===== src/rtl/rsc_pkg.sv =====
package rsc_pkg;

  localparam int unsigned CLK_HZ = 50_000_000;
  localparam int unsigned CLK_MHZ = CLK_HZ / 1_000_000;

  // Clock-loss one-shot timeout
  localparam int unsigned MISS_TIME_US = 100;
  localparam int unsigned MISS_CYCLES = MISS_TIME_US * CLK_MHZ;
  localparam int unsigned MISS_WIDTH = 16;

  // Least time the reset output is held once a cause is seen, rounded up
  localparam int unsigned HOLD_TIME_NS = 320;
  localparam int unsigned HOLD_CYCLES = (HOLD_TIME_NS * CLK_MHZ + 999) / 1000;
  localparam int unsigned HOLD_WIDTH = 8;

  // Watchdog time base and default span
  localparam int unsigned WD_DIV = 12;
  localparam int unsigned WD_DIV_WIDTH = 4;
  localparam int unsigned WD_WIDTH = 16;
  localparam int unsigned WD_LIMIT = 16'hFFFF;

  // Highest legal user code address
  localparam logic [15:0] USER_CODE_TOP = 16'h3DFF;

  // Reset-source register layout
  localparam int unsigned PIN_BIT = 0;
  localparam int unsigned LOSS_BIT = 2;
  localparam int unsigned WD_BIT = 3;
  localparam int unsigned CMP_BIT = 5;
  localparam int unsigned FERR_BIT = 6;
  localparam logic [7:0] SRC_RESET = 8'h00;
  localparam logic LOSS_EN_RESET = 1'b0;
  localparam logic CMP_ARM_RESET = 1'b0;

  typedef enum logic [0:0] {
    RSC_RUN,
    RSC_HOLD
  } rsc_phase_t;

  typedef struct packed {
    logic move_write;
    logic write_allow;
    logic [15:0] move_addr;
    logic code_read;
    logic [15:0] code_addr;
    logic fetch;
    logic [15:0] fetch_addr;
    logic security_block;
  } rsc_flash_req_t;

  typedef struct packed {
    logic pin;
    logic loss;
    logic ferr;
    logic wd;
    logic cmp;
  } rsc_cause_t;

  function automatic logic rsc_above_user(input logic [15:0] addr);
    rsc_above_user = addr > USER_CODE_TOP;
  endfunction

endpackage


===== src/rtl/rsc_watchdog.sv =====
`timescale 1ns/1ps
`default_nettype none
module rsc_watchdog #(
  parameter int unsigned WIDTH = rsc_pkg::WD_WIDTH,
  parameter logic [WIDTH-1:0] LIMIT = WIDTH'(rsc_pkg::WD_LIMIT)
) (
  input wire logic clk,
  input wire logic rstn,
  input wire logic sys_reset,
  input wire logic enable_req,
  input wire logic disable_req,
  input wire logic service,
  output logic enabled,
  output logic expire
);

  if (WIDTH < 2 || LIMIT == '0) begin : g_chk
    $error("rsc_watchdog: WIDTH or LIMIT out of range");
  end

  typedef struct packed {
    logic [rsc_pkg::WD_DIV_WIDTH-1:0] pre;
    logic [WIDTH-1:0] count;
    logic enabled;
    logic expire;
  } rsc_wd_state_t;

  rsc_wd_state_t s;
  rsc_wd_state_t next_s;
  logic tick;

  always_comb begin
    next_s = s;
    next_s.expire = 1'b0;
    tick = s.pre == rsc_pkg::WD_DIV_WIDTH'(rsc_pkg::WD_DIV - 1);
    if (tick) begin
      next_s.pre = '0;
    end else begin
      next_s.pre = s.pre + 1'b1;
    end
    if (disable_req) begin
      next_s.enabled = 1'b0;
      next_s.count = '0;
    end else if (enable_req) begin
      next_s.enabled = 1'b1;
    end
    if (service) begin
      next_s.count = '0;
    end else if (s.enabled && tick) begin
      if (s.count == LIMIT) begin
        next_s.expire = 1'b1;
        next_s.count = '0;
      end else begin
        next_s.count = s.count + 1'b1;
      end
    end
    // Any reset leaves the watchdog running on the divided clock
    if (sys_reset) begin
      next_s.pre = '0;
      next_s.count = '0;
      next_s.enabled = 1'b1;
      next_s.expire = 1'b0;
    end
  end

  always_ff @(posedge clk) begin
    if (!rstn) begin
      s <= '{pre: '0, count: '0, enabled: 1'b1, expire: 1'b0};
    end else begin
      s <= next_s;
    end
  end

  assign enabled = s.enabled;
  assign expire = s.expire;

endmodule
`default_nettype wire


===== src/rtl/rsc_reset_source.sv =====
// Functional notes
// - Low external reset pin forces reset
// - Pin flag set when pin reset ends
// - Clock gap over 100 us resets
// - Clock-loss flag reads 1 only after it
// - Write bit 2 enables or disables monitor
// - Internal resets never drive the pin
// - Write 1 to bit 5 arms comparator
// - Armed comparator low output causes reset
// - Comparator flag reads 1 only after it
// - Disabled comparator never causes reset
// - Watchdog enabled, core clock over 12, after reset (here it divides clk by 12, not the core clock)
// - Watchdog expiry resets, sets its flag
// - Allowed move write above 3DFF resets
// - Code read above 3DFF resets
// - Fetch or branch above 3DFF resets
// - Security-forbidden flash access resets
// - Flash error reset sets bit 6 flag
`timescale 1ns/1ps
`default_nettype none
module rsc_reset_source #(
  parameter int unsigned MISS_CYCLES = rsc_pkg::MISS_CYCLES,
  parameter int unsigned HOLD_CYCLES = rsc_pkg::HOLD_CYCLES,
  parameter int unsigned WD_WIDTH = rsc_pkg::WD_WIDTH,
  parameter logic [WD_WIDTH-1:0] WD_LIMIT = WD_WIDTH'(rsc_pkg::WD_LIMIT)
) (
  input wire logic clk,
  input wire logic rstn,
  input wire logic ext_reset_n,
  input wire logic core_clock_edge,
  input wire logic comparator_out,
  input wire logic comparator_enabled,
  input wire rsc_pkg::rsc_flash_req_t flash_req,
  input wire logic wd_enable_req,
  input wire logic wd_disable_req,
  input wire logic wd_service,
  input wire logic src_write,
  input wire logic [7:0] src_write_data,
  output logic [7:0] reset_source_register,
  output logic clock_loss_monitor_en,
  output logic comparator_armed,
  output logic watchdog_enabled,
  output logic system_reset
);

  if (MISS_CYCLES < 2 || MISS_CYCLES >= (1 << rsc_pkg::MISS_WIDTH)) begin : g_chk_miss
    $error("rsc_reset_source: MISS_CYCLES out of range");
  end
  if (HOLD_CYCLES < 1 || HOLD_CYCLES >= (1 << rsc_pkg::HOLD_WIDTH)) begin : g_chk_hold
    $error("rsc_reset_source: HOLD_CYCLES out of range");
  end

  typedef struct packed {
    rsc_pkg::rsc_phase_t phase;
    logic [rsc_pkg::HOLD_WIDTH-1:0] hold_cnt;
    rsc_pkg::rsc_cause_t cause;
    logic [7:0] flags;
    logic loss_en;
    logic cmp_arm;
    logic [rsc_pkg::MISS_WIDTH-1:0] miss_cnt;
    logic in_reset;
  } rsc_state_t;

  localparam logic [rsc_pkg::MISS_WIDTH-1:0] MISS_LAST =
    rsc_pkg::MISS_WIDTH'(MISS_CYCLES - 1);
  localparam logic [rsc_pkg::HOLD_WIDTH-1:0] HOLD_LAST =
    rsc_pkg::HOLD_WIDTH'(HOLD_CYCLES - 1);

  rsc_state_t s;
  rsc_state_t next_s;
  rsc_pkg::rsc_cause_t req;
  logic flash_bad;
  logic wd_expire;

  // One flag only, chosen by priority when causes coincide
  function automatic logic [7:0] rsc_flags(input rsc_pkg::rsc_cause_t c);
    logic [7:0] f;
    f = 8'h00;
    if (c.pin) begin
      f[rsc_pkg::PIN_BIT] = 1'b1;
    end else if (c.loss) begin
      f[rsc_pkg::LOSS_BIT] = 1'b1;
    end else if (c.ferr) begin
      f[rsc_pkg::FERR_BIT] = 1'b1;
    end else if (c.wd) begin
      f[rsc_pkg::WD_BIT] = 1'b1;
    end else if (c.cmp) begin
      f[rsc_pkg::CMP_BIT] = 1'b1;
    end
    return f;
  endfunction

  rsc_watchdog #(
    .WIDTH(WD_WIDTH),
    .LIMIT(WD_LIMIT)
  ) u_watchdog (
    .clk(clk),
    .rstn(rstn),
    .sys_reset(s.in_reset),
    .enable_req(wd_enable_req),
    .disable_req(wd_disable_req),
    .service(wd_service),
    .enabled(watchdog_enabled),
    .expire(wd_expire)
  );

  always_comb begin
    flash_bad = 1'b0;
    if (flash_req.move_write && flash_req.write_allow &&
        rsc_pkg::rsc_above_user(flash_req.move_addr)) begin
      flash_bad = 1'b1;
    end
    if (flash_req.code_read && rsc_pkg::rsc_above_user(flash_req.code_addr)) begin
      flash_bad = 1'b1;
    end
    if (flash_req.fetch && rsc_pkg::rsc_above_user(flash_req.fetch_addr)) begin
      flash_bad = 1'b1;
    end
    if (flash_req.security_block) begin
      flash_bad = 1'b1;
    end
  end

  always_comb begin
    req.pin = !ext_reset_n;
    // A stopped core clock shows as missing edge strobes in this domain
    req.loss = s.loss_en && !core_clock_edge && s.miss_cnt == MISS_LAST;
    req.ferr = flash_bad;
    req.wd = wd_expire;
    // Chatter is not filtered; arming a settled comparator is up to software
    req.cmp = s.cmp_arm && comparator_enabled && !comparator_out;
  end

  always_comb begin
    next_s = s;
    unique case (s.phase)
      rsc_pkg::RSC_RUN: begin
        if (!s.loss_en || core_clock_edge) begin
          next_s.miss_cnt = '0;
        end else if (s.miss_cnt != MISS_LAST) begin
          next_s.miss_cnt = s.miss_cnt + 1'b1;
        end
        if (src_write) begin
          next_s.loss_en = src_write_data[rsc_pkg::LOSS_BIT];
          next_s.cmp_arm = src_write_data[rsc_pkg::CMP_BIT];
        end
        if (|req) begin
          next_s.phase = rsc_pkg::RSC_HOLD;
          next_s.cause = req;
          next_s.hold_cnt = '0;
          next_s.in_reset = 1'b1;
          next_s.miss_cnt = '0;
        end
      end
      rsc_pkg::RSC_HOLD: begin
        if (req.pin) begin
          next_s.cause.pin = 1'b1;
        end
        if (s.hold_cnt != HOLD_LAST) begin
          next_s.hold_cnt = s.hold_cnt + 1'b1;
        end else if (ext_reset_n) begin
          // Flags change only on exit so software sees the cause of this reset
          next_s.phase = rsc_pkg::RSC_RUN;
          next_s.flags = rsc_flags(s.cause);
          next_s.cause = '0;
          next_s.in_reset = 1'b0;
          next_s.loss_en = rsc_pkg::LOSS_EN_RESET;
          next_s.cmp_arm = rsc_pkg::CMP_ARM_RESET;
        end
      end
    endcase
  end

  always_ff @(posedge clk) begin
    if (!rstn) begin
      // Power-on runs one normal hold, so the core leaves reset with no cause flag set
      s <= '{phase: rsc_pkg::RSC_HOLD, hold_cnt: '0, cause: '0,
             flags: rsc_pkg::SRC_RESET, loss_en: rsc_pkg::LOSS_EN_RESET,
             cmp_arm: rsc_pkg::CMP_ARM_RESET, miss_cnt: '0, in_reset: 1'b1};
    end else begin
      s <= next_s;
    end
  end

  // The pin is input only here; internal causes reach only system_reset
  assign system_reset = s.in_reset;
  assign reset_source_register = s.flags;
  assign clock_loss_monitor_en = s.loss_en;
  assign comparator_armed = s.cmp_arm;

endmodule
`default_nettype wire


===== config.mk =====
export PLATFORM = sky130hd
export DESIGN_NAME = rsc_reset_source
export DESIGN_NICKNAME = d
export VERILOG_FILES = /design/src/rtl/rsc_pkg.sv /design/src/rtl/rsc_watchdog.sv /design/src/rtl/rsc_reset_source.sv
export SDC_FILE = /design/constraint.sdc
export NUM_CORES = 1
export LEC_CHECK = 0
export BUFFER_PORTS_ARGS = -buffer_cell sky130_fd_sc_hd__buf_2
export CAP_MARGIN = 10
export CORE_MARGIN = 2
export CORE_UTILIZATION = 27
export CTS_CLUSTER_SIZE = 16
export DETAILED_ROUTE_END_ITERATION = 6
export SLEW_MARGIN = 20
export SYNTH_ARGS = -nofsm -noshare
export SYNTH_HDL_FRONTEND = slang
export SYNTH_HIERARCHICAL = 1
export SYNTH_SLANG_ARGS = --single-unit

===== constraint.sdc =====
create_clock -name clk -period 4.49 [get_ports clk]
set_input_delay 0.6735 -clock clk [delete_from_list [all_inputs] [get_ports clk]]
set_output_delay 0.6735 -clock clk [all_outputs]
set_load 0.01 [all_outputs]

==> impl_metrics.csv <==
group,metric,value,unit
synthesis,syn_area_per_cell,8.29,µm²
cts,clock_path_buffers,2,
synthesis,ys_ff_latch,60,
synthesis,ys_types,62,
cells_and_area,fin_nets,489,
min_path,hp-class,"reg2reg",
synthesis,synth_xor_area_share,2.51,%
flow_run,max_cap_violations,0,
setup_path,worst-path-max-fanout,27,
drt,num_vias,2861,
power,p_per_area,334,nW/µm²
sta,hold_viol,0,
drt,drc,0,
synthesis,synth_mux_area_share,0.637,%
sta,min_period_over_period,58.2,%
grt,grt_max_degree,28,
place,pre_cts_slack,1.53,ns
place,dpl_cell_area,3400,µm²
floorplan,initial_core_util,27.6,%
cts,cts.sinks,60,
floorplan,core-area,11400,µm²
setup_path,crit_required,4.74,ns
synthesis,synth-compound-area-share,17.5,%
sta,fmax,383,MHz
drt,vias_per_cell,5.09,
setup_path,worst_path_largest_cell_delay,0.79,ns
place,hpwl,5.03,mm
synthesis,netlist_instances,379,
setup_path,crit_path_top_delay_cell,"nor2_1",
cts,cts.clk_slew.worst_paths,0.05,ns
cts,clkLatencyLatePin,0.33,ns
cells_and_area,fin_cells,562,
setup_path,arrival,2.87,ns
sta,slew_viol_final,0,
setup_path,path_class,"in2reg",
synthesis,yosys.area_share.simple,33.3,%
floorplan,die_y,112,µm
power,p_switching,0.262,mW
sta,tightest_slew,1.00,ns
setup_path,startpoint_type,"input port",
setup_path,cpLargestDelayFamily,"simple AND/OR/NAND/NOR gates",
drt,first_pass_iters,5,
drt,drtIter0Drc,75,
drt,drtAntennaViolNets,0,
cells_and_area,n_fill_cell,1188,
synthesis,synthTopCellsByArea,"dfxtp_1, nand2_1, nand3_1, a31oi_1, a21oi_1",
power,p_leak,1.33,nW
sta,slew_headroom,32.6,%
power,peakVddDrop,0.000204,V
floorplan,core.rowCount,39,
synthesis,synth_flop_cell,"dfxtp_1",
grt,overflow,0,
power,seqPwrFrac,43.7,%
cells_and_area,drive_gt1_share,19.1,%
floorplan,io_pins,83,
cts,cts_buffers,9,
place,portBuffers,46,
power,comb_power_share,3.4,%
cells_and_area,postLayoutCellArea,3690,µm²
sta,setup_tns,0,ns
synthesis,netlist.top_cell.by_area,"dfxtp_1",
floorplan,die_width,112,µm
grt,grt_pass1_vias,2665,
floorplan,die_area,12500,µm²
power,design_power_total,1.23,mW
sta,fin_crit,2.61,ns
drt,wirelength,7.12,mm
sta,rsz0062_at_grt,"no",
cells_and_area,area_growth_syn_to_layout,17.4,%
synthesis,netlist_area,3140,µm²
power,intPower,0.971,mW
sta,skew,0.00723,ns
grt,grt_pass1_wl,12.2,mm
place,dp.cells,546,
power,pwr-share-clk,52.9,%
cts,cts-root-buf,"clkbuf_16",
power,swShare,21.3,%
setup_path,cp_cell_sequence,"buf_2 > buf_4 > or3b_1 > nor2_1 > o311ai_0 > a31oi_1",
cts,cts_resized,0,
synthesis,synth_async_sr_flop_share,0,%
cts,hold_buffers,0,
synthesis,synth_top_family_by_area,"simple AND/OR/NAND/NOR gates",
cells_and_area,antenna_cells,0,
grt,antenna_found_initial,0,
grt,track_usage,11.9,%
cts,cts_tree,"built",
synthesis,synth_top_area_share,38.2,%
setup_path,worstSetupEndpointType,"flip-flop",
synthesis,ys_seq_area_share,38.2,%
place,gp_congestion,0.802,
cts,htree_levels,3,
synthesis,yosysWarnings,6,
cts,post_cts_buffers,0,
synthesis,synth-adder-area-share,1.59,%
synthesis,synth_edf_count,0,
sta,setup_slack,1.88,ns
setup_path,cp_num_buf_inv,2,
sta,setup_violations,0,
run_status,outcome,"complete, no violations",
drt,avgRoutedWirePerCell,12.7,µm
-- synth_stat cells, drive strengths merged (3+ instances only) --
| master | instances |
|---|---|
| and2 | 8 |
| buf | 15 |
| xor2 | 7 |
| a21boi | 4 |
| nand2 | 51 |
| ha | 4 |
| or4 | 6 |
| nand4 | 13 |
| or2 | 3 |
| nor3 | 5 |
| o22ai | 5 |
| or3 | 8 |
| o211ai | 4 |
| nand4b | 4 |
| inv | 7 |
| nor2b | 7 |
| nand3b | 4 |
| and3 | 7 |
| clkbuf | 10 |
| dfxtp | 60 |
| nor4 | 6 |
| nand2b | 5 |
| nor2 | 18 |
| o21ai | 17 |
| nand3 | 27 |
| nor3b | 3 |
| a21oi | 16 |
| a22o | 4 |
| and4 | 4 |
| a31oi | 22 |
-- power by group through the flow --
stage                     Clock [mW]  Sequential, mW  Combinational (mW)
after floorplan                    0           0.550              0.0211
after global placement             0           0.550              0.0403
after detailed placement           0           0.551              0.0415
after CTS                      0.669           0.539              0.0417
after global routing           0.692           0.540              0.0459
final                          0.653           0.540              0.0414
-- flip-flops by register name, indices dropped and copies added (netlist names) --
| name | cells |
|---|---|
| comparator_armed | 1 |
| s | 30 |
| clock_loss_monitor_en | 1 |
| u_watchdog/s | 20 |
| system_reset | 1 |
| reset_source_register | 5 |
| u_watchdog/expire | 1 |
| u_watchdog/enabled | 1 |
-- cells by family (layout without fill, tap and decap cells) --
family	count (synthesis)	in the layout
adder cells (fa/ha/maj)	4	4
other	1	3
AO/OA/AOI/OAI	84	84
AND/OR/NAND/NOR	187	187
buffers and inverters	32	70
flip-flops	60	60
multiplexers	2	2
XOR/XNOR	9	9
-- through the flow --
stage,hold slack [ns],utilization [%]
2_1_floorplan,0.418,-
3_3_place_gp,0.432,29.9
3_5_place_dp,0.445,29.9
4_1_cts,0.452,32.5
5_1_grt,0.481,32.5
6_report,0.450,32.5
-- cell type report --
cell class	instances	area (µm²)	share of cell area, %
repair buffers	47	238	6.44
clock buffers	12	267	7.22
inverters	7	26.3	0.712
flip-flops and latches	60	1200	32.6
clock inverters	4	22.5	0.610
multi-input cells	289	1760	47.6
well taps	143	179	4.85
-- layer usage --
metal | vias up | part of all wire [%] | global-route usage (%)
li1 | 1458 | - | -
met1 | 1338 | 47 | 14.6
met2 | 56 | 47 | 19.2
met3 | 9 | 4.6 | 3.59
met4 | 0 | 1.3 | 5.76
met5 | - | 0 | 0
-- cells in the final DEF, fill, tap and decap left out, drive strengths merged, types with 3 or more instances in the layout --
cell / instances
a21boi: 4
a21oi: 16
a22o: 4
a31oi: 22
and2: 8
and3: 7
and4: 4
buf: 47
clkbuf: 12
clkinv: 3
conb: 3
dfxtp: 60
ha: 4
inv: 7
nand2: 51
nand2b: 5
nand3: 27
nand3b: 4
nand4: 13
nand4b: 4
nor2: 18
nor2b: 7
nor3: 5
nor3b: 3
nor4: 6
o211ai: 4
o21ai: 17
o22ai: 5
or2: 3
or3: 8
or4: 6
xor2: 7
-- path summary, 6_finish.rpt --
kind | startpoint | endpoint | cells past startpoint | slack [ns]
min | u_watchdog/s[18] | u_watchdog/s[18] | 1 | 0.45
min reg2reg | u_watchdog/s[18] | u_watchdog/s[18] | 1 | 0.45
max | rstn | u_watchdog/s[17] | 6 | 1.88
max reg2reg | s[12] | s[16] | 6 | 1.89
(Power assumes the default switching activity.)
